## src/pkg/pfs_defs.vh

```
// Constants of the program-flow sequencer
`ifndef PFS_DEFS_VH
`define PFS_DEFS_VH
`define PFS_OP_JUMP_ALWAYS  8'h16
`define PFS_OP_CALL_SUB     8'h17
`define PFS_OP_RETURN_SUB   8'h18
`define PFS_OP_WAIT         8'h1b
`define PFS_OP_JUMP_COND    8'h15
`define PFS_OP_CLEAR_ERROR  8'h24
`define PFS_JC_TIMEOUT      8'h08
`define PFS_WT_TICKS        8'h00
`define PFS_WT_POSITION     8'h01
`define PFS_WT_HOME_SW      8'h02
`define PFS_WT_END_SW       8'h03
`define PFS_WT_HOMING       8'h04
`define PFS_STACK_DEPTH     4'h8
`define PFS_VAL_FROM_ACC    32'hffffffff
`define PFS_STATUS_OK       8'h64
`define PFS_STATUS_BAD_CMD  8'h02
`define PFS_STATUS_BAD_SUM  8'h01
`define PFS_HOST_ADDR       8'h02
`define PFS_TICK_MS         10
`define PFS_CLK_KHZ         25000
`define PFS_TICK_CYCLES     (`PFS_TICK_MS * `PFS_CLK_KHZ)
`endif

```

## src/rtl/pfs_sequencer.v

```verilog
// Program-flow sequencer: jump, call, return, wait and timeout flag
`timescale 1ns/1ns
`include "pfs_defs.vh"
module pfs_sequencer
#(
  parameter TICK_CYCLES = `PFS_TICK_CYCLES
)
(
  clk,
  rst,
  cmd_valid,
  cmd_byte,
  standalone,
  accumulator,
  axis_pos_reached,
  axis_home_switch_hit,
  axis_end_switch_hit,
  axis_homing_done,
  pc_out,
  busy_wait,
  timeout_error_flag,
  stack_depth,
  reply_valid,
  reply_byte,
  step_done
);
  input  wire        clk;
  input  wire        rst;
  input  wire        cmd_valid;
  input  wire [7:0]  cmd_byte;
  input  wire        standalone;
  input  wire [31:0] accumulator;
  input  wire [7:0]  axis_pos_reached;
  input  wire [7:0]  axis_home_switch_hit;
  input  wire [7:0]  axis_end_switch_hit;
  input  wire [7:0]  axis_homing_done;
  output reg  [31:0] pc_out;
  output reg         busy_wait;
  output reg         timeout_error_flag;
  output reg  [3:0]  stack_depth;
  output reg         reply_valid;
  output reg  [7:0]  reply_byte;
  output reg         step_done;

  localparam ST_RX    = 2'd0;
  localparam ST_EXEC  = 2'd1;
  localparam ST_WAIT  = 2'd2;
  localparam ST_REPLY = 2'd3;

  // ----------------------------------------------------------------
  // Frame capture
  // ----------------------------------------------------------------
  reg [1:0]  state_r;
  reg [3:0]  rx_cnt_r;
  reg [7:0]  frame_r [0:7];
  reg [7:0]  sum_r;
  reg        sum_ok_r;
  reg [31:0] stack_r [0:7];
  reg [31:0] ticks_left_r;
  reg        timed_r;
  reg [7:0]  status_r;
  reg [31:0] rvalue_r;
  reg [3:0]  tx_cnt_r;
  reg [7:0]  tx_sum_r;
  wire       tick;
  integer    i;

  wire [7:0]  opcode = frame_r[1];
  wire [7:0]  wtype  = frame_r[2];
  wire [2:0]  axis   = frame_r[3][2:0];
  wire [31:0] value  = {frame_r[4], frame_r[5], frame_r[6], frame_r[7]};
  // Accumulator-sourced count
  wire [31:0] count  = (value == `PFS_VAL_FROM_ACC) ? accumulator
                       : value;

  // Selected wait condition
  function cond_met;
    input [7:0] t;
    input [2:0] a;
    begin
      case (t)
        `PFS_WT_POSITION: cond_met = axis_pos_reached[a];
        `PFS_WT_HOME_SW:  cond_met = axis_home_switch_hit[a];
        `PFS_WT_END_SW:   cond_met = axis_end_switch_hit[a];
        `PFS_WT_HOMING:   cond_met = axis_homing_done[a];
        default:          cond_met = 1'b0;
      endcase
    end
  endfunction

  pfs_tick_gen #(.TICK_CYCLES(TICK_CYCLES)) u_tick
  (
    .clk  (clk),
    .rst  (rst),
    .tick (tick)
  );

  // Reply byte at position n (n = 0..7; the checksum follows)
  function [7:0] reply_at;
    input [3:0] n;
    begin
      case (n)
        4'h0:    reply_at = `PFS_HOST_ADDR;
        4'h1:    reply_at = frame_r[0];
        4'h2:    reply_at = status_r;
        4'h3:    reply_at = opcode;
        4'h4:    reply_at = rvalue_r[31:24];
        4'h5:    reply_at = rvalue_r[23:16];
        4'h6:    reply_at = rvalue_r[15:8];
        4'h7:    reply_at = rvalue_r[7:0];
        default: reply_at = 8'h00;
      endcase
    end
  endfunction

  // ----------------------------------------------------------------
  // Main sequencer
  // ----------------------------------------------------------------
  always @(posedge clk or posedge rst)
  begin
    if (rst)
    begin
      state_r            <= ST_RX;
      rx_cnt_r           <= 4'h0;
      sum_r              <= 8'h00;
      sum_ok_r           <= 1'b0;
      pc_out             <= 32'h00000000;
      busy_wait          <= 1'b0;
      timeout_error_flag <= 1'b0;
      stack_depth        <= 4'h0;
      reply_valid        <= 1'b0;
      reply_byte         <= 8'h00;
      step_done          <= 1'b0;
      ticks_left_r       <= 32'h00000000;
      timed_r            <= 1'b0;
      status_r           <= 8'h00;
      rvalue_r           <= 32'h00000000;
      tx_cnt_r           <= 4'h0;
      tx_sum_r           <= 8'h00;
      for (i = 0; i < 8; i = i + 1)
      begin
        frame_r[i] <= 8'h00;
        stack_r[i] <= 32'h00000000;
      end
    end
    else
    begin
      reply_valid <= 1'b0;
      step_done   <= 1'b0;
      case (state_r)
        ST_RX:
        begin
          if (cmd_valid)
          begin
            if (rx_cnt_r == 4'h8)
            begin
              // Ninth byte is the modulo-256 sum of the first eight
              sum_ok_r <= (cmd_byte == sum_r);
              rx_cnt_r <= 4'h0;
              sum_r    <= 8'h00;
              state_r  <= ST_EXEC;
            end
            else
            begin
              frame_r[rx_cnt_r[2:0]] <= cmd_byte;
              sum_r    <= sum_r + cmd_byte;
              rx_cnt_r <= rx_cnt_r + 4'h1;
            end
          end
        end
        ST_EXEC:
        begin
          status_r <= `PFS_STATUS_OK;
          rvalue_r <= value;
          state_r  <= ST_REPLY;
          if (!sum_ok_r)
            status_r <= `PFS_STATUS_BAD_SUM;
          else if (!standalone)
          begin
            if (opcode == `PFS_OP_JUMP_ALWAYS ||
                opcode == `PFS_OP_CALL_SUB ||
                opcode == `PFS_OP_RETURN_SUB ||
                opcode == `PFS_OP_WAIT)
              status_r <= `PFS_STATUS_BAD_CMD;
          end
          else
          begin
            case (opcode)
              `PFS_OP_JUMP_ALWAYS:
                pc_out <= value;
              `PFS_OP_CALL_SUB:
              begin
                if (stack_depth < `PFS_STACK_DEPTH)
                begin
                  stack_r[stack_depth[2:0]] <= pc_out;
                  stack_depth <= stack_depth + 4'h1;
                  pc_out <= value;
                end
                else
                  pc_out <= pc_out + 32'h00000001;
              end
              `PFS_OP_RETURN_SUB:
              begin
                if (stack_depth != 4'h0)
                begin
                  // Resume after the calling instruction
                  pc_out <= stack_r[stack_depth[2:0] - 3'h1]
                            + 32'h00000001;
                  stack_depth <= stack_depth - 4'h1;
                end
                else
                  pc_out <= pc_out + 32'h00000001;
              end
              `PFS_OP_WAIT:
              begin
                if (wtype > `PFS_WT_HOMING)
                begin
                  status_r <= `PFS_STATUS_BAD_CMD;
                  pc_out   <= pc_out + 32'h00000001;
                end
                else
                begin
                  // Counter stays at this instruction while waiting
                  ticks_left_r <= count;
                  timed_r <= (count != 32'h00000000);
                  busy_wait <= 1'b1;
                  state_r <= ST_WAIT;
                end
              end
              `PFS_OP_JUMP_COND:
              begin
                if (wtype == `PFS_JC_TIMEOUT && timeout_error_flag)
                  pc_out <= value;
                else
                  pc_out <= pc_out + 32'h00000001;
              end
              `PFS_OP_CLEAR_ERROR:
              begin
                timeout_error_flag <= 1'b0;
                pc_out <= pc_out + 32'h00000001;
              end
              default:
                pc_out <= pc_out + 32'h00000001;
            endcase
          end
        end
        ST_WAIT:
        begin
          if (wtype == `PFS_WT_TICKS)
          begin
            if (ticks_left_r == 32'h00000000)
            begin
              busy_wait <= 1'b0;
              pc_out    <= pc_out + 32'h00000001;
              state_r   <= ST_REPLY;
            end
            else if (tick)
              ticks_left_r <= ticks_left_r - 32'h00000001;
          end
          else if (cond_met(wtype, axis))
          begin
            busy_wait <= 1'b0;
            pc_out    <= pc_out + 32'h00000001;
            state_r   <= ST_REPLY;
          end
          else if (timed_r && ticks_left_r == 32'h00000000)
          begin
            timeout_error_flag <= 1'b1;
            busy_wait <= 1'b0;
            pc_out    <= pc_out + 32'h00000001;
            state_r   <= ST_REPLY;
          end
          else if (timed_r && tick)
            ticks_left_r <= ticks_left_r - 32'h00000001;
        end
        ST_REPLY:
        begin
          // Nine bytes, one per cycle, checksum last
          reply_valid <= 1'b1;
          if (tx_cnt_r == 4'h8)
          begin
            reply_byte <= tx_sum_r;
            tx_cnt_r   <= 4'h0;
            tx_sum_r   <= 8'h00;
            step_done  <= 1'b1;
            state_r    <= ST_RX;
          end
          else
          begin
            reply_byte <= reply_at(tx_cnt_r);
            tx_sum_r   <= tx_sum_r + reply_at(tx_cnt_r);
            tx_cnt_r   <= tx_cnt_r + 4'h1;
          end
        end
        default:
          state_r <= ST_RX;
      endcase
    end
  end
endmodule // pfs_sequencer

```

## src/rtl/pfs_tick_gen.v

```verilog
// Periodic tick generator for the program-flow sequencer
`timescale 1ns/1ns
`include "pfs_defs.vh"
module pfs_tick_gen
#(
  parameter TICK_CYCLES = `PFS_TICK_CYCLES
)
(
  clk,
  rst,
  tick
);
  input  wire clk;
  input  wire rst;
  output reg  tick;

  reg [31:0] cnt_r;

  always @(posedge clk or posedge rst)
  begin
    if (rst)
    begin
      cnt_r <= 32'h00000000;
      tick  <= 1'b0;
    end
    else if (cnt_r >= TICK_CYCLES - 1)
    begin
      cnt_r <= 32'h00000000;
      tick  <= 1'b1;
    end
    else
    begin
      cnt_r <= cnt_r + 32'h00000001;
      tick  <= 1'b0;
    end
  end
endmodule // pfs_tick_gen

```

## config.mk

```make
export PLATFORM = sky130hd
export DESIGN_NAME = pfs_sequencer
export DESIGN_NICKNAME = d
export VERILOG_FILES = /design/src/rtl/pfs_sequencer.v /design/src/rtl/pfs_tick_gen.v
export VERILOG_INCLUDE_DIRS = /design/src /design/src/pkg
export SDC_FILE = /design/constraint.sdc
export NUM_CORES = 1
export LEC_CHECK = 0
export BUFFER_PORTS_ARGS = -buffer_cell sky130_fd_sc_hd__buf_4
export CORE_UTILIZATION = 55
export DETAILED_ROUTE_END_ITERATION = 8
export GPL_TIMING_DRIVEN = 0
export PLACE_DENSITY = 0.73
export SLEW_MARGIN = 20
export SYNTH_ARGS = -nofsm -noshare
export SYNTH_HDL_FRONTEND = slang
export SYNTH_SLANG_ARGS = --single-unit
```

## constraint.sdc

```tcl
create_clock -name clk -period 17.5 [get_ports clk]
set_input_delay 0.875 -clock clk [delete_from_list [all_inputs] [get_ports clk]]
set_output_delay 0.875 -clock clk [all_outputs]
set_load 0.02 [all_outputs]
```

=== Yosys cells after proc, flatten, opt, wreduce, memory -nomap -nowiden ===
Cells that the tools add are included.

* Memories kept: 0
* Output and inout bits: 48
* RAM bits: 0
* Input bits: 76
* Bits in latches: 0
* Word-level logic and storage cells: 226
* Bits in read-only memories: 0
* Flip-flop bits (word level): 501

* Div/mod/pow operators: 0
* Shift-type cells: 0
* Multiplexer cells: 93
* $add $sub $neg: 11
* Multipliers: 0
* Eq/ne operators: 46
* Magnitude comparators: 9
* Bitwise operators: 5
* Reduce and logical (&&, ||, !) cells: 27

{| class="wikitable"
|+ Operators with widths
! operator !! number
|-
| 2-to-1 mux 32 bit || 25
|-
| bitwise mux 256 bit || 1
|-
| case mux 32 bit (5 select lines) || 1
|-
| case mux 32 bit (2 select lines) || 2
|-
| adder 32 x 1 -> 32 bit (second input constant) || 3
|-
| binary-select mux 32 bit (select 3 bit) || 1
|-
| demux 32 bit (select 3 bit) || 1
|-
| bitwise mux 64 bit || 1
|-
| 2-to-1 mux 8 bit || 8
|-
| case mux 8 bit (8 select lines) || 1
|-
| == test 8 x 5 -> 1 bit (second input constant) || 5
|-
| == test 32 bit (second input constant) || 1
|-
| greater-or-equal comparator 32 x 18 -> 1 bit (second input constant) || 1
|-
| logical NOT 32 bit || 1
|-
| nonzero test 32 bit || 1
|-
| subtractor 32 x 1 -> 32 bit (second input constant) || 1
|-
| 2-to-1 mux 1 bit || 28
|-
| demux 8 bit (select 3 bit) || 1
|-
| 2-to-1 mux 7 bit || 3
|-
| inequality test 2 bit (second input constant) || 10
|-
| inequality test 3 bit (second input constant) || 6
|-
| adder 8 bit || 2
|-
| == test 4 x 3 -> 1 bit (second input constant) || 4
|-
| == test 8 x 2 -> 1 bit (second input constant) || 2
|-
| 43 further kinds || 81
|}

=== Longest topological paths before layout ===
* Word-level depth: 11
* Mapped depth: 18
* Mapped depth without buffers: 16

=== Cells and area by module ===
Synthesis repeated with hierarchy kept, for this count alone.

* Cell total of the unflattened synthesis: 2161
* Area total of the unflattened synthesis: 25301.8 um2

{| class="wikitable"
|+ By module, submodules not included
! module !! cells an instance !! area each (um2) !! instances
|-
| pfs_sequencer || 2046 || 23936.7 || 1
|-
| pfs_tick_gen || 115 || 1365.1 || 1
|}

=== Least setup slack after synthesis ===
Ideal clock, no wire load.

* Kind: reg2reg
* Start: register stack_depth[0]
* End: register pc_out[15]
* Required time: 17382 ps
* Path slack: 13377 ps
* Arrival time: 4005 ps
* Clock period less this slack: 4123 ps
* Cell stages (with the launch flop): 16
* Buffers on the path: 5
* Cell sequence: dfrtp_1 > buf_6 > clkinv_1 > buf_1 > ha_1 > buf_4 > buf_4 > mux2i_1 > mux4_2 > or3_1 > or3_1 > nor3_1 > buf_2 > mux2i_1 > a21oi_1 > a21o_1

* Longest elaborated chain between the ends: 11
* Elaborated cells between the ends (all ways): 14

{| class="wikitable"
|+ Ends and longest elaborated chain
! element !! line !! text
|-
| start, declared || pfs_sequencer.v:40 || <nowiki>output reg [3:0] stack_depth;</nowiki>
|-
| start signal, assigned || pfs_sequencer.v:196 || <nowiki>stack_depth <= stack_depth + 4'h1;</nowiki>
|-
| start signal, assigned || pfs_sequencer.v:209 || <nowiki>stack_depth <= stack_depth - 4'h1;</nowiki>
|-
| subtractor 3 x 1 -> 3 bit || pfs_sequencer.v:207 || <nowiki>pc_out <= stack_r[stack_depth[2:0] - 3'h1]</nowiki>
|-
| inverter 3 -> 4 bit (not written as such) || pfs_sequencer.v:207 ||
|-
| binary-select mux 32 bit (select 3 bit) || pfs_sequencer.v:207 ||
|-
| 2-to-1 mux 32 bit (not written as such) (2 in a row) || pfs_sequencer.v:207 ||
|-
| adder 32 x 1 -> 32 bit || pfs_sequencer.v:208 || <nowiki>+ 32'h00000001;</nowiki>
|-
| 2-to-1 mux 32 bit || pfs_sequencer.v:204 || <nowiki>if (stack_depth != 4'h0)</nowiki>
|-
| case mux 32 bit (5 select lines) * || pfs_sequencer.v:188 || <nowiki>case (opcode)</nowiki>
|-
| 2-to-1 mux 32 bit * || pfs_sequencer.v:178 || <nowiki>else if (!standalone)</nowiki>
|-
| 2-to-1 mux 32 bit * || pfs_sequencer.v:176 || <nowiki>if (!sum_ok_r)</nowiki>
|-
| case mux 32 bit (2 select lines) * || pfs_sequencer.v:150 || <nowiki>case (state_r)</nowiki>
|-
| end signal, assigned || pfs_sequencer.v:190 || <nowiki>pc_out <= value;</nowiki>
|-
| end signal, assigned || pfs_sequencer.v:197 || <nowiki>pc_out <= value;</nowiki>
|-
| end signal, assigned || pfs_sequencer.v:200 || <nowiki>pc_out <= pc_out + 32'h00000001;</nowiki>
|-
| end, declared || pfs_sequencer.v:37 || <nowiki>output reg [31:0] pc_out;</nowiki>
|}

Every way passes the cells marked *; elsewhere a longest branch is shown, timed or not. The select of a mux whose other input is x is not followed.
A chain may end at the register's enable or synchronous reset.

=== Worst setup path after layout ===
* Start: register stack_depth[0]
* End: register pc_out[16]

The elaborated chain is that of the path after synthesis.

==> metrics.md <==
| Metric | Value |
|---|---|
| Worst-Margin Slew | 1.116 ns |
| Setup CP Type | register to register |
| DR WL/cell | 25.89 um |
| Critical Path Source | stack_depth[0] |
| Seq cells post-synth | 491 |
| Worst Path Max Fanout | 11 |
| Synth top area cells | dfrtp_1 (48%), mux2_2 (15%), mux4_2 (5.0%) |
| First-pass GRT wire length | 120900 um |
| Post-CTS sizing | 0 |
| CTS clk-pin slew, worst paths | 0.06 ns |
| Net switching power | 1348 uW |
| Layout cells sized above 1 | 27.26% |
| Detailed-route via count | 19900 |
| Hold Fails Final Rpt | 0 |
| P_int | 2402 uW |
| Latest clock arrival within the worst-skew pair | 0.61 ns |
| Fin crit share | 33.51% |
| Count leader, synth | dfrtp_1 |
| Global route overflow | 0 |
| RSZ-0062 raised after global routing | no |
| Worst Path Arrival | 6.32 ns |
| Hold_buf cts | 0 |
| Starting density of the core | 56.07% |
| Number of global-route vias before repair | 19830 |
| CP delay by family, top | buffers and inverters |
| WP data required | 17.95 ns |
| CTS Buf Count | 52 |
| Die height | 217.8 um |
| CP Cell Sequence | buf_6, clkinv_1, buf_1, ha_1, buf_4, buf_4, buf_6, buf_2, buf_2, nor3b_1, mux2i_1, nand4_1, nor4b_4, nand2_1, nor3_1, xor2_1, o221ai_1 |
| CP Capture Type | register |
| CTS tree | done |
| Pins Over Slew Limit | 0 |
| H-tree depth | 2 |
| I/O pin cnt | 124 |
| Yosys top cell by area | dfrtp_1 |
| Ys Warns | 0 |
| 1st-pass router iterations | 8 |
| Worst R2R End | pc_out[16] |
| Largest net degree at the start of global routing | 112 |
| Core Area | 45670 sq um |
| Worst Setup EP | pc_out[16] |
| CTS sink count | 491 |
| Worst hold path class | input port to async pin |
| Area growth syn-to-layout | 14.14% |
| Power share of the sequential group | 41.1% |
| Setup crit start kind | register |
| Finished Core Util | 63.99% |
| Chip Width | 217.8 um |
| Worst slew margin | 25.16% |
| Initial drt markers | 2250 |
| Maximum vdd drop | 108.8 uV |
| TNS Setup | 0 ns |
| FF-to-FF path depth | 17 |
| Status | finished clean |
| Sequential share of the synthesized area | 47.98% |
| CP max stage delay | 0.74 ns |
| Final setup fails | 0 |
| Worst R2R Start | stack_depth[0] |
| Net Sw Frac | 35.95% |
| Vias per inst | 6.491 |
| Routability Congestion | 1.015 |
| Logic pwr share | 28.5% |
| Die ar. | 47430 sq um |
| Overall Power | 3750 uW |
| Synth Cell Area | 25610 sq um |
| Synth Instances | 2230 |
| Port Buffers | 122 |
| Slowest cell on crit path | nor4b_4 |
| CTS max path bufs | 3 |
| DP Area | 27480 sq um |
| WL final | 79380 um |
| DRC Markers | 0 |
| Main flop type after synthesis | dfrtp_1 |
| Buf/Inv on CP | 8 |
| DP HPWL | 55940 um |
| Yosys top cell area share | 47.98% |
| # rows | 78 |
| CTS root buf | clkbuf_16 |
| Power Density | 128.3 nW/um^2 |
| R2r setup slk | 11.64 ns |
| LEAKAGE | 0.01314 uW |
| Number of max-cap violations | 0 |
| Antenna viol nets, final | 0 |
| Clock group share of total power | 30.4% |
| Period minus WS final | 5.865 ns |
| Worst Skew | 0.01776 ns |
| Post-synthesis async set-or-reset flop share | 100.0% |
| Post-synth EDFFs | 0 |
| Synth unique cells | 83 |
| Postcts setup bufs | 0 |
| Initial antenna violation count | 0 |
| Final instance area | 29230 sq um |
| Worst path depth | 17 |
| Commonest cells in the netlist | dfrtp_1 (491), mux2_2 (332), nand2_1 (182), nor2_1 (123), o21ai_0 (106) |
| Nets | 2536 |
| Synth Area per Inst | 11.48 sq um |
| Fmax achieved | 170.5 MHz |
| GRT Total Usage | 33.91% |
cell usage in the layout, fill, tap and decap left out, drive strengths merged, types with 32 or more instances in the layout:
cell type  netlist  layout
a21oi           77      77
buf             50     178
clkbuf         104     169
dfrtp          491     491
ha              32      32
inv             43      44
mux2           333     333
mux2i           86      86
mux4            57      57
nand2          182     182
nand3           37      37
nand4           35      35
nor2           123     123
nor3            37      37
o21ai          115     115
xor2            33      33
state kept, by name, indices dropped and copies added, names as in the netlist, 32 cells and up:
signal and cells:
rvalue_r 32, frame_r 40, stack_r 256, u_tick.cnt_r 32, ticks_left_r 32, pc_out 32
area by class of cell:
type                            instances  area (sq um)
Buffer                                154         734.5
Tap cell                              600         750.7
Sequential cell                       491         12290
Multi-Input combinational cell       1554         12500
Inverter                               44         172.7
Antenna cell                            1         2.502
Clock inverter                         29         294.0
Fill cell                            3546         16450
Timing Repair Buffer                  128          1036
Clock buffer                           65          1451
power by group through the flow:
| stage | registers [uW] | logic [uW] | clock network [uW] |
|---|---|---|---|
| finish | 1540 | 1070 | 1140 |
| floorplan | 1460 | 737 | 0 |
| detailed placement | 1550 | 1050 | 0 |
| global placement | 1540 | 1010 | 0 |
| global route | 1550 | 1170 | 1190 |
| CTS | 1530 | 1060 | 1150 |
cell families after synthesis:
logic type / Yosys count / synth area share (%)
fa+ha+maj: 35 / 1.798
mux: 476 / 23.02
compound gates: 397 / 10.25
flops: 491 / 47.98
other cells: 1 / 0.01464
buf+inv: 198 / 3.513
simple gates: 568 / 11.14
xor+xnor: 64 / 2.292
metrics by stage:
stage | hold slack, ns | worst slack (ns) | cells
finish | 0.2766 | 11.64 | 3066
global route | 0.3189 | 11.41 | 3065
CTS | 0.2994 | 11.73 | 3065
detailed placement | 0.4594 | 11.78 | 2971
global placement | 0.4432 | -1.789 | 2965
floorplan | 0.4251 | 2.921 | 2243
worst min-delay path by stage:
stage | startpoint | to | slack, ns | cells after the start
2_1_floorplan | u_tick.cnt_r[0] | u_tick.cnt_r[0] | 0.43 | 1
3_3_place_gp | u_tick.cnt_r[0] | u_tick.cnt_r[0] | 0.44 | 1
3_5_place_dp | u_tick.cnt_r[0] | u_tick.cnt_r[0] | 0.46 | 1
4_1_cts | rst | ticks_left_r[13] | 0.30 | 2
5_1_grt | rst | ticks_left_r[13] | 0.32 | 2
6_report | rst | ticks_left_r[13] | 0.28 | 2
worst reg2reg max path, delay by kind of cell (launching register included):
kind	cells	cell delay (ns)
flops	1	0.37
xor+xnor	1	0.16
buf+inv	8	2.55
simple gates	5	1.79
fa+ha+maj	1	0.52
compound gates	1	0.13
mux	1	0.19
layer usage:
metal | up-vias | global-route usage, % | routed length, um
li1 | 8622 | - | -
met1 | 10110 | 44.82 | 31840
met2 | 939 | 55.21 | 37560
met3 | 228 | 4.895 | 5920
met4 | 0 | 16.15 | 4062
met5 | - | 0 | 0
(Power assumes the default switching activity.)
